--- src/core/tus_params.svh ---
// constants for the tape unit select and status block
`ifndef TUS_PARAMS_SVH
`define TUS_PARAMS_SVH
`define TUS_CLK_HZ 10000000
`define TUS_DLY_LONG_US 200
`define TUS_DLY_SHORT_US 150
`define TUS_DLY_LONG_CYC ((`TUS_DLY_LONG_US * (`TUS_CLK_HZ / 1000000)))
`define TUS_DLY_SHORT_CYC ((`TUS_DLY_SHORT_US * (`TUS_CLK_HZ / 1000000)))
`define TUS_CNT_W 12
`define TUS_UNITS 10
`define TUS_UNIT_W 4
`define TUS_REG_STATUS 4'h0
`define TUS_REG_SELECT 4'h1
`define TUS_REG_OPCTL 4'h2
`define TUS_REG_DIR 4'h3
`define TUS_ST_CTL_AVAIL 0
`define TUS_ST_UNIT_AVAIL 1
`define TUS_ST_SEL_DONE 2
`define TUS_ST_INTERLOCK 3
`define TUS_ST_RING 4
`define TUS_ST_FIRST_BLK 5
`define TUS_ST_REVERSE 6
`define TUS_ST_CTL_ERR 7
`define TUS_ST_IMPROPER 8
`define TUS_ST_FWD_REL 9
`define TUS_ST_BWD_REL 10
`define TUS_ST_SEL_ACT 11
`define TUS_ST_DUMMY 12
`define TUS_ST_TOO_MANY 13
`define TUS_ST_NONE_SEL 14
`endif

--- src/core/tus_pkg.sv ---
// types for the tape unit select and status block
package tus_pkg;
  typedef enum logic [1:0] {
    TUS_DLY_IDLE = 2'b00,
    TUS_DLY_RUN = 2'b01,
    TUS_DLY_DONE = 2'b10
  } tus_dly_state_t;
endpackage

--- src/core/tus_one_shot.sv ---
// one-shot delay counter retriggered by a start pulse
`timescale 1ns/10ps
`include "tus_params.svh"
module tus_one_shot #(
  parameter logic [`TUS_CNT_W-1:0] CYCLES = 12'h001
) (
  input wire logic clk_in,
  input wire logic rst_n_in,
  input wire logic ce_in,
  input wire logic start_in,
  output logic busy_out,
  output logic end_pulse_out
);
  tus_pkg::tus_dly_state_t state_reg, state_next;
  logic [`TUS_CNT_W-1:0] cnt_reg, cnt_next;
  logic end_reg, end_next;

  always_comb
  begin
    state_next = state_reg;
    cnt_next = cnt_reg;
    end_next = 1'b0;
    unique case (state_reg)
      tus_pkg::TUS_DLY_IDLE, tus_pkg::TUS_DLY_DONE:
      begin
        if (start_in)
        begin
          state_next = tus_pkg::TUS_DLY_RUN;
          cnt_next = CYCLES - 12'h001;
        end
      end
      tus_pkg::TUS_DLY_RUN:
      begin
        if (start_in)
          cnt_next = CYCLES - 12'h001;
        else if (cnt_reg == 12'h000)
        begin
          state_next = tus_pkg::TUS_DLY_DONE;
          end_next = 1'b1;
        end
        else
          cnt_next = cnt_reg - 12'h001;
      end
      default:
        state_next = tus_pkg::TUS_DLY_IDLE;
    endcase
  end

  always_ff @(posedge clk_in)
  begin
    if (!rst_n_in)
    begin
      state_reg <= tus_pkg::TUS_DLY_IDLE;
      cnt_reg <= 12'h000;
      end_reg <= 1'b0;
    end
    else if (ce_in)
    begin
      state_reg <= state_next;
      cnt_reg <= cnt_next;
      end_reg <= end_next;
    end
  end

  assign busy_out = (state_reg == tus_pkg::TUS_DLY_RUN);
  assign end_pulse_out = end_reg;
endmodule

--- src/core/tus_select_checker.sv ---
// select checker: high when two or more inputs are active
`timescale 1ns/10ps
`include "tus_params.svh"
module tus_select_checker (
  input wire logic [`TUS_UNITS-1:0] sel_lines_in,
  input wire logic dummy_in,
  output logic multi_out
);
  logic [`TUS_UNITS:0] all_in;
  logic seen_one;
  logic seen_two;

  // running "one seen / two seen" so no adder is needed
  always_comb
  begin
    all_in = {dummy_in, sel_lines_in};
    seen_one = 1'b0;
    seen_two = 1'b0;
    for (int i = 0; i <= `TUS_UNITS; i++)
    begin
      seen_two = seen_two | (seen_one & all_in[i]);
      seen_one = seen_one | all_in[i];
    end
    multi_out = seen_two;
  end
endmodule

--- src/core/tus_unit_select.sv ---
// tape unit select register, select checking and status flags
//
// The plain strobed port and the placing of the registers were chosen for this implementation.
`timescale 1ns/10ps
`include "tus_params.svh"
module tus_unit_select (
  input wire logic SYS_CLK_IN,
  input wire logic RST_N_IN,
  input wire logic CE_IN,
  input wire logic PRESET_PULSE_IN,
  input wire logic SELECT_INSTR_STROBE_IN,
  input wire logic [`TUS_UNIT_W-1:0] TAPE_NUM_LSD_IN,
  input wire logic OPCTL_LOAD_IN,
  input wire logic [`TUS_UNIT_W-1:0] OPCTL_DIGIT_IN,
  input wire logic OPCTL_CHECK_BIT_IN,
  input wire logic PICKUP_DONE_PULSE_IN,
  input wire logic SELECTION_END_PULSE_IN,
  input wire logic PICKUP_COMPLETED_PULSE_IN,
  input wire logic STATUS_TEST_STROBE_IN,
  input wire logic SEL_DONE_TEST_IN,
  input wire logic CTL_ERR_TEST_IN,
  input wire logic FWD_RELEASE_RETURN_IN,
  input wire logic BWD_RELEASE_RETURN_IN,
  input wire logic MAIN_INTERLOCK_RETURN_IN,
  input wire logic NOT_PREPARED_RETURN_IN,
  input wire logic [3:0] ADDR_IN,
  input wire logic WR_IN,
  input wire logic RD_IN,
  input wire logic [15:0] WDATA_IN,
  output logic [15:0] RDATA_OUT,
  output logic [`TUS_UNITS-1:0] UNIT_SELECT_OUT,
  output logic DUMMY_SELECT_OUT,
  output logic SELECTION_SAMPLE_PULSE_OUT,
  output logic UNIT_AVAILABLE_PULSE_OUT,
  output logic TOO_MANY_SELECTED_ERROR_OUT,
  output logic NONE_SELECTED_ERROR_OUT,
  output logic CTL_ERR_OUT,
  output logic CTL_ERR_TEST_RESULT_OUT,
  output logic IMPROPER_CONN_OUT,
  output logic CTL_AVAIL_OUT,
  output logic UNIT_AVAIL_OUT,
  output logic SEL_DONE_OUT,
  output logic SEL_DONE_TEST_RESULT_OUT,
  output logic INTERLOCK_OUT,
  output logic RING_IN_TAPE_OUT,
  output logic FIRST_BLOCK_OUT,
  output logic REVERSE_NEEDED_OUT,
  output logic FWD_RELEASE_FLAG_OUT,
  output logic BWD_RELEASE_FLAG_OUT,
  output logic DIR_FORWARD_DECODE_OUT,
  output logic DIR_BACKWARD_DECODE_OUT
);
  localparam logic [`TUS_CNT_W-1:0] LONG_CYC =
    `TUS_CNT_W'(`TUS_DLY_LONG_CYC);
  localparam logic [`TUS_CNT_W-1:0] SHORT_CYC =
    `TUS_CNT_W'(`TUS_DLY_SHORT_CYC);

  // ----------------------------------------------------------------
  // state
  // ----------------------------------------------------------------
  logic [`TUS_UNIT_W-1:0] unit_reg, unit_next;
  logic sel_act_reg, sel_act_next;
  logic [`TUS_UNITS-1:0] sel_lines_reg, sel_lines_next;
  logic dummy_reg, dummy_next;
  logic ctl_avail_reg, ctl_avail_next;
  logic fwd_rel_reg, fwd_rel_next;
  logic bwd_rel_reg, bwd_rel_next;
  logic unit_avail_reg, unit_avail_next;
  logic sel_done_reg, sel_done_next;
  logic interlock_reg, interlock_next;
  logic ring_reg, ring_next;
  logic first_blk_reg, first_blk_next;
  logic reverse_reg, reverse_next;
  logic ctl_err_reg, ctl_err_next;
  logic improper_reg, improper_next;
  logic too_many_reg, too_many_next;
  logic none_sel_reg, none_sel_next;
  logic sample_reg, sample_next;
  logic avail_pulse_reg, avail_pulse_next;
  logic watch_reg, watch_next;
  logic [3:0] opctl_reg, opctl_next;
  logic chk_bit_reg, chk_bit_next;
  logic dir_bwd_reg, dir_bwd_next;
  logic err_res_reg, err_res_next;
  logic done_res_reg, done_res_next;
  logic [15:0] rdata_reg, rdata_next;
  logic dly_start;
  logic short_busy;
  logic long_end;
  logic multi;
  logic [15:0] status_word;

  // decode shared by the select lines and any later user
  function automatic logic [`TUS_UNITS-1:0] unit_decode(
    input logic [`TUS_UNIT_W-1:0] num, input logic en);
    logic [`TUS_UNITS-1:0] d;
    d = '0;
    for (int i = 0; i < `TUS_UNITS; i++)
      d[i] = en && (num == `TUS_UNIT_W'(i));
    return d;
  endfunction

  // ----------------------------------------------------------------
  // delays and checker
  // ----------------------------------------------------------------
  // delays start on every preset pulse, which also clears ctl-available
  assign dly_start = PRESET_PULSE_IN;

  tus_one_shot #(.CYCLES(LONG_CYC)) u_long (
    .clk_in(SYS_CLK_IN),
    .rst_n_in(RST_N_IN),
    .ce_in(CE_IN),
    .start_in(dly_start),
    .busy_out(),
    .end_pulse_out(long_end)
  );

  tus_one_shot #(.CYCLES(SHORT_CYC)) u_short (
    .clk_in(SYS_CLK_IN),
    .rst_n_in(RST_N_IN),
    .ce_in(CE_IN),
    .start_in(dly_start),
    .busy_out(short_busy),
    .end_pulse_out()
  );

  // checker looks at registered lines, so dummy set lands after the test
  tus_select_checker u_chk (
    .sel_lines_in(sel_lines_reg),
    .dummy_in(dummy_reg),
    .multi_out(multi)
  );

  // ----------------------------------------------------------------
  // next-state logic
  // ----------------------------------------------------------------
  always_comb
  begin
    unit_next = unit_reg;
    sel_act_next = sel_act_reg;
    dummy_next = dummy_reg;
    ctl_avail_next = ctl_avail_reg;
    fwd_rel_next = fwd_rel_reg;
    bwd_rel_next = bwd_rel_reg;
    unit_avail_next = unit_avail_reg;
    sel_done_next = sel_done_reg;
    interlock_next = interlock_reg;
    ring_next = ring_reg;
    first_blk_next = first_blk_reg;
    reverse_next = reverse_reg;
    ctl_err_next = ctl_err_reg;
    improper_next = improper_reg;
    watch_next = watch_reg;
    opctl_next = opctl_reg;
    chk_bit_next = chk_bit_reg;
    err_res_next = 1'b0;
    done_res_next = 1'b0;
    sample_next = long_end;
    too_many_next = long_end && multi;
    none_sel_next = PICKUP_DONE_PULSE_IN && !multi;
    avail_pulse_next = 1'b0;

    // tests clear first so a same-cycle event still sets
    if (SEL_DONE_TEST_IN)
    begin
      done_res_next = sel_done_reg;
      sel_done_next = 1'b0;
    end
    if (CTL_ERR_TEST_IN)
    begin
      err_res_next = ctl_err_reg;
      ctl_err_next = 1'b0;
    end

    if (PRESET_PULSE_IN)
    begin
      unit_next = '0;
      sel_act_next = 1'b1;
      ctl_avail_next = 1'b0;
      unit_avail_next = 1'b0;
      sel_done_next = 1'b0;
      interlock_next = 1'b0;
      ring_next = 1'b0;
      first_blk_next = 1'b0;
      reverse_next = 1'b0;
      watch_next = 1'b0;
      opctl_next = '0;
      chk_bit_next = 1'b0;
    end
    else if (SELECT_INSTR_STROBE_IN)
      unit_next = TAPE_NUM_LSD_IN;

    if (OPCTL_LOAD_IN)
    begin
      opctl_next = OPCTL_DIGIT_IN;
      chk_bit_next = OPCTL_CHECK_BIT_IN;
    end

    if (SELECTION_END_PULSE_IN)
    begin
      unit_next = '0;
      sel_act_next = 1'b0;
    end

    if (PICKUP_COMPLETED_PULSE_IN)
      ctl_avail_next = 1'b1;

    // release capture: jammed clear in the short delay, blocked off-select
    if (short_busy || PRESET_PULSE_IN)
    begin
      fwd_rel_next = 1'b0;
      bwd_rel_next = 1'b0;
    end
    else if (sel_act_reg)
    begin
      if (FWD_RELEASE_RETURN_IN)
        fwd_rel_next = 1'b1;
      if (BWD_RELEASE_RETURN_IN)
        bwd_rel_next = 1'b1;
    end

    if (long_end)
    begin
      dummy_next = 1'b1;
      sel_done_next = 1'b1;
      watch_next = 1'b1;
      if (!MAIN_INTERLOCK_RETURN_IN)
        interlock_next = 1'b1;
      if (NOT_PREPARED_RETURN_IN)
        ring_next = 1'b1;
    end

    // level-held while watching; hazard: repeats each cycle a flag is set
    if (watch_reg && (fwd_rel_reg || bwd_rel_reg) && !PRESET_PULSE_IN)
    begin
      avail_pulse_next = 1'b1;
      unit_avail_next = 1'b1;
      interlock_next = 1'b0;
      sel_done_next = 1'b1;
    end

    if (PICKUP_DONE_PULSE_IN)
      dummy_next = 1'b0;

    if (too_many_next || none_sel_next)
    begin
      ctl_err_next = 1'b1;
      improper_next = 1'b1;
    end

    if (STATUS_TEST_STROBE_IN)
    begin
      if (fwd_rel_reg && bwd_rel_reg)
        first_blk_next = 1'b1;
      reverse_next = (chk_bit_reg && bwd_rel_reg && !fwd_rel_reg) ||
        (!chk_bit_reg && fwd_rel_reg && !bwd_rel_reg);
    end

    // improper-connection diagnostic is cleared by software only
    if (WR_IN && ADDR_IN == `TUS_REG_STATUS &&
        WDATA_IN[`TUS_ST_IMPROPER])
      improper_next = too_many_next || none_sel_next;

    sel_lines_next = unit_decode(unit_next, sel_act_next);
    // own flop so the backward decode leaves without an inverter
    dir_bwd_next = !chk_bit_next;
  end

  // ----------------------------------------------------------------
  // register read port
  // ----------------------------------------------------------------
  always_comb
  begin
    status_word = '0;
    status_word[`TUS_ST_CTL_AVAIL] = ctl_avail_reg;
    status_word[`TUS_ST_UNIT_AVAIL] = unit_avail_reg;
    status_word[`TUS_ST_SEL_DONE] = sel_done_reg;
    status_word[`TUS_ST_INTERLOCK] = interlock_reg;
    status_word[`TUS_ST_RING] = ring_reg;
    status_word[`TUS_ST_FIRST_BLK] = first_blk_reg;
    status_word[`TUS_ST_REVERSE] = reverse_reg;
    status_word[`TUS_ST_CTL_ERR] = ctl_err_reg;
    status_word[`TUS_ST_IMPROPER] = improper_reg;
    status_word[`TUS_ST_FWD_REL] = fwd_rel_reg;
    status_word[`TUS_ST_BWD_REL] = bwd_rel_reg;
    status_word[`TUS_ST_SEL_ACT] = sel_act_reg;
    status_word[`TUS_ST_DUMMY] = dummy_reg;
    status_word[`TUS_ST_TOO_MANY] = too_many_reg;
    status_word[`TUS_ST_NONE_SEL] = none_sel_reg;
    rdata_next = '0;
    if (RD_IN)
    begin
      unique case (ADDR_IN)
        `TUS_REG_STATUS: rdata_next = status_word;
        `TUS_REG_SELECT: rdata_next = {6'h00, sel_lines_reg};
        `TUS_REG_OPCTL: rdata_next = {11'h000, chk_bit_reg, opctl_reg};
        `TUS_REG_DIR: rdata_next = {14'h0000, !chk_bit_reg, chk_bit_reg};
        default: rdata_next = '0;
      endcase
    end
  end

  // ----------------------------------------------------------------
  // registers
  // ----------------------------------------------------------------
  always_ff @(posedge SYS_CLK_IN)
  begin
    if (!RST_N_IN)
    begin
      unit_reg <= '0;
      sel_act_reg <= 1'b0;
      sel_lines_reg <= '0;
      dummy_reg <= 1'b0;
      ctl_avail_reg <= 1'b1;
      fwd_rel_reg <= 1'b0;
      bwd_rel_reg <= 1'b0;
      unit_avail_reg <= 1'b0;
      sel_done_reg <= 1'b0;
      interlock_reg <= 1'b0;
      ring_reg <= 1'b0;
      first_blk_reg <= 1'b0;
      reverse_reg <= 1'b0;
      ctl_err_reg <= 1'b0;
      improper_reg <= 1'b0;
      too_many_reg <= 1'b0;
      none_sel_reg <= 1'b0;
      sample_reg <= 1'b0;
      avail_pulse_reg <= 1'b0;
      watch_reg <= 1'b0;
      opctl_reg <= '0;
      chk_bit_reg <= 1'b0;
      dir_bwd_reg <= 1'b1;
      err_res_reg <= 1'b0;
      done_res_reg <= 1'b0;
      rdata_reg <= '0;
    end
    else if (CE_IN)
    begin
      unit_reg <= unit_next;
      sel_act_reg <= sel_act_next;
      sel_lines_reg <= sel_lines_next;
      dummy_reg <= dummy_next;
      ctl_avail_reg <= ctl_avail_next;
      fwd_rel_reg <= fwd_rel_next;
      bwd_rel_reg <= bwd_rel_next;
      unit_avail_reg <= unit_avail_next;
      sel_done_reg <= sel_done_next;
      interlock_reg <= interlock_next;
      ring_reg <= ring_next;
      first_blk_reg <= first_blk_next;
      reverse_reg <= reverse_next;
      ctl_err_reg <= ctl_err_next;
      improper_reg <= improper_next;
      too_many_reg <= too_many_next;
      none_sel_reg <= none_sel_next;
      sample_reg <= sample_next;
      avail_pulse_reg <= avail_pulse_next;
      watch_reg <= watch_next;
      opctl_reg <= opctl_next;
      chk_bit_reg <= chk_bit_next;
      dir_bwd_reg <= dir_bwd_next;
      err_res_reg <= err_res_next;
      done_res_reg <= done_res_next;
      rdata_reg <= rdata_next;
    end
  end

  assign RDATA_OUT = rdata_reg;
  assign UNIT_SELECT_OUT = sel_lines_reg;
  assign DUMMY_SELECT_OUT = dummy_reg;
  assign SELECTION_SAMPLE_PULSE_OUT = sample_reg;
  assign UNIT_AVAILABLE_PULSE_OUT = avail_pulse_reg;
  assign TOO_MANY_SELECTED_ERROR_OUT = too_many_reg;
  assign NONE_SELECTED_ERROR_OUT = none_sel_reg;
  assign CTL_ERR_OUT = ctl_err_reg;
  assign CTL_ERR_TEST_RESULT_OUT = err_res_reg;
  assign IMPROPER_CONN_OUT = improper_reg;
  assign CTL_AVAIL_OUT = ctl_avail_reg;
  assign UNIT_AVAIL_OUT = unit_avail_reg;
  assign SEL_DONE_OUT = sel_done_reg;
  assign SEL_DONE_TEST_RESULT_OUT = done_res_reg;
  assign INTERLOCK_OUT = interlock_reg;
  assign RING_IN_TAPE_OUT = ring_reg;
  assign FIRST_BLOCK_OUT = first_blk_reg;
  assign REVERSE_NEEDED_OUT = reverse_reg;
  assign FWD_RELEASE_FLAG_OUT = fwd_rel_reg;
  assign BWD_RELEASE_FLAG_OUT = bwd_rel_reg;
  assign DIR_FORWARD_DECODE_OUT = chk_bit_reg;
  assign DIR_BACKWARD_DECODE_OUT = dir_bwd_reg;
endmodule

--- config.mk ---
export PLATFORM = sky130hd
export DESIGN_NAME = tus_unit_select
export DESIGN_NICKNAME = d
export VERILOG_FILES = /design/src/core/tus_pkg.sv /design/src/core/tus_one_shot.sv /design/src/core/tus_select_checker.sv /design/src/core/tus_unit_select.sv
export VERILOG_INCLUDE_DIRS = /design/src /design/src/core
export SDC_FILE = /design/constraint.sdc
export NUM_CORES = 1
export LEC_CHECK = 0
export BUFFER_PORTS_ARGS = -buffer_cell sky130_fd_sc_hd__buf_4
export CAP_MARGIN = 20
export CELL_PAD_IN_SITES_DETAIL_PLACEMENT = 0
export CELL_PAD_IN_SITES_GLOBAL_PLACEMENT = 1
export CORE_UTILIZATION = 44
export CTS_BUF_LIST = sky130_fd_sc_hd__clkbuf_2
export CTS_CLUSTER_DIAMETER = 80
export DETAILED_ROUTE_END_ITERATION = 7
export PLACE_DENSITY = 0.95
export SLEW_MARGIN = 20
export SYNTH_ARGS = -nofsm -noshare
export SYNTH_HDL_FRONTEND = slang
export SYNTH_SLANG_ARGS = --single-unit
--- constraint.sdc ---
create_clock -name SYS_CLK_IN -period 4.95 [get_ports SYS_CLK_IN]
set_input_delay 0.99 -clock SYS_CLK_IN [delete_from_list [all_inputs] [get_ports SYS_CLK_IN]]
set_output_delay 0.99 -clock SYS_CLK_IN [all_outputs]
set_load 0.02 [all_outputs]
==> results.ini <==
[critical_path]
path_cells=buf_4 > clkinv_1 > nor2_1 > nand2_1 > nand2_1 > nor2_1
arrival_ps=2990
end_kind=register
worstReg2RegStart=u_long.cnt_reg[0]
critPathLaunch=CE_IN
crit_fanout=56
cp_data_required_time_ps=5410
r2r_slack_ps=2900
setup.worst_path.start_class=primary input
cpPeakStageDelay_ps=640
critical_path_class=in2reg
rr_worst_depth=7
crit_slowest_cell=clkinv_1
reg2reg_to=u_long.cnt_reg[7]

[pwr]
total_power_uw=1270
ir_drop_v=0.000122
p_seq_share_pct=57.7
p_leak_uw=0.00189
p_comb_share_pct=16.8
internal_power_uw=865
clkPwrFrac_pct=25.5
pwr_density_cell_mw_per_mm2=266
swShare_pct=31.6
p_switching_uw=400

[sta]
min_period_ps=2530
rsz0062_at_grt=no
worst_slew_pin_slew_ps=723
relSlewSlack_pct=51.3
max_freq_ghz=0.395
setup_violations=0
finClkSkew_ps=33.4
setup_ws_ps=2420
slew_violations=0
period_share_pct=51.1
hold_ws_ps=477
setup_tns_ps=0
finalHoldViolations=0

[worst_hold_path]
min_path_type=reg2reg
hold_path_depth=2
min_to=SEL_DONE_TEST_RESULT_OUT
hp-start=SEL_DONE_TEST_RESULT_OUT

[clock_network]
clock_sinks=84
clock_path_buffers=2
tritoncts=done
clockRootBuffer=clkbuf_2
post-cts-setup-buffers=0
cts_resized=0
insertion_delay_ps=550
htree_levels=3
numCtsBuffers=9
holdBufCountCts=0
clk_pin_slew_worst_paths_ps=220

[final_layout]
postLayoutCoreUtil_pct=54.3
antennaDiodeCount=0
nets=593
drive_above_1_share_pct=20.8
largest_reg_flops=15
area_delta_synth_final_pct=18.6

[grt]
antenna_found_initial=0
grt_pass1_vias=3539
grt.total_usage_pct=22.7
grt_max_degree=57
grt_pass1_wl_um=17600
overflow=0

[logic_synthesis]
async_flop_share_pct=0
avgSynthCellArea_um2=8.34
netlist_area_mm2=0.00401
synth.yosys.seq_area_share_pct=41.9
ys_ff_latch=84
synth-edff-count=0
synth_ff_type=dfxtp_1
ys_warn_count=0
syn_inst=481
yosysUniqueCellTypes=66
synth_nets=530

[drt]
drc=0
drt_pass1_iterations=5
via_count=3700
drt-vias-per-instance=5.63
drt.antenna.violating_nets=0
drt_iter0_markers=155
wl_um=10200
wl_per_cell_um=15.6

[place]
place_ws_ps=1830
port_buffers=76
dpl.hpwl_um=7330
place_congestion=0.837

[floorplanning]
die_area_mm2=0.00950
ios=93
initial_core_util_pct=45.8
die_h_um=97.5
core_area_mm2=0.00876
fp.dieW_um=97.5
num_rows=34

[run_status]
outcome=finished, final reports clean

[run]
drv_cap=0

## cells in the final DEF, fill, tap and decap left out, drive strengths merged, types with 2 or more instances in the layout
| cell type | Yosys | routed |
|---|---|---|
| dfxtp | 84 | 84 |
| buf | 13 | 79 |
| nor2 | 75 | 75 |
| nand2 | 48 | 48 |
| a21oi | 41 | 41 |
| o21ai | 18 | 18 |
| nand3 | 15 | 15 |
| mux2i | 14 | 14 |
| nor3 | 13 | 13 |
| inv | 11 | 12 |
| nor2b | 11 | 11 |
| clkbuf | 14 | 10 |
| a22oi | 8 | 8 |
| a32oi | 7 | 7 |
| o21a | 7 | 7 |
| a211oi | 7 | 7 |
| nand4 | 6 | 6 |
| nand2b | 6 | 6 |
| nor4 | 6 | 6 |
| a311oi | 6 | 6 |
| a31oi | 5 | 5 |
| and3 | 5 | 5 |
| xor2 | 5 | 5 |
| o211ai | 4 | 4 |
| a2bb2oi | 4 | 4 |
| nor3b | 4 | 4 |
| or3 | 3 | 3 |
| and2 | 3 | 3 |
| clkinvlp | 0 | 3 |
| or4 | 3 | 3 |
| or4b | 3 | 3 |
| nand4b | 3 | 3 |
| o2111ai | 2 | 2 |
| or2 | 2 | 2 |
| xnor2 | 2 | 2 |
| o31ai | 2 | 2 |
| nand3b | 2 | 2 |
| mux4 | 2 | 2 |
| ha | 2 | 2 |
| clkinv | 0 | 2 |
## critical path, delay by kind of cell
kind	cells	cell delay [ps]
AND/OR/NAND/NOR	4	890
buffers and inverters	2	1090
## kinds of logic after synthesis
kind of cell / Yosys count / synth area share, %
fa+ha+maj: 2 / 0.624
xor+xnor: 7 / 1.53
simple gates: 212 / 26.5
compound gates: 120 / 20.2
mux: 17 / 4.90
buf+inv: 38 / 4.21
flops: 84 / 41.9
other cells: 1 / 0.0935
## cell usage after synthesis, drive strengths merged, types with 5 or more instances
cell | n | area (um2)
dfxtp | 84 | 1680
nor2 | 75 | 282
nand2 | 48 | 183
a21oi | 41 | 209
o21ai | 18 | 90.1
nand3 | 15 | 75.1
clkbuf | 14 | 52.6
mux2i | 14 | 140
buf | 13 | 75.1
nor3 | 13 | 65.1
inv | 11 | 41.3
nor2b | 11 | 76.3
a22oi | 8 | 60.1
a211oi | 7 | 57.6
a32oi | 7 | 61.3
o21a | 7 | 52.6
a311oi | 6 | 65.1
nand2b | 6 | 37.5
nand4 | 6 | 37.5
nor4 | 6 | 52.6
a31oi | 5 | 31.3
and3 | 5 | 31.3
xor2 | 5 | 43.8
## per-layer routing
metal	GRT usage, %	routed length (um)	up-vias	part of all wire (%)
li1	-	-	1859	-
met1	31.1	4770	1726	46
met2	36.0	4800	105	47
met3	4.53	573	10	5.6
met4	6.79	113	0	1.1
met5	0	0	-	0
## power by group through the flow
stage | clock, uW | combinational [uW] | sequential [uW]
after floorplan | 0 | 147 | 741
after global placement | 0 | 201 | 741
after detailed placement | 0 | 210 | 742
after CTS | 333 | 211 | 730
after global routing | 363 | 236 | 735
final | 323 | 213 | 730
## worst max-delay path by stage
stage                     slack [ps]                  end  cells after the start
final                           2420   u_long.cnt_reg[11]                      6
after global routing            2270    u_long.cnt_reg[5]                      6
after CTS                       2440   u_long.cnt_reg[11]                      6
after detailed placement        1830   u_long.cnt_reg[11]                      6
after global placement          1880   u_long.cnt_reg[11]                      6
after floorplan                 2610  u_short.cnt_reg[11]                      6
## stage by stage
stage / cell area (um2) / cells
finish: 4760 / 657
global route: 4760 / 657
CTS: 4740 / 656
detailed placement: 4640 / 640
global placement: 4590 / 638
floorplan: 4010 / 481
## layout make-up
class                           count  area [um2]
Clock inverter                      6        48.8
Fill cell                         858        4010
Timing Repair Buffer               79         641
Multi-Input combinational cell    359        2160
Inverter                           11        41.3
Clock buffer                       10        50.0
Sequential cell                    84        1680
Tap cell                          108         135
Note: power is estimated with default switching activity, not from simulation.
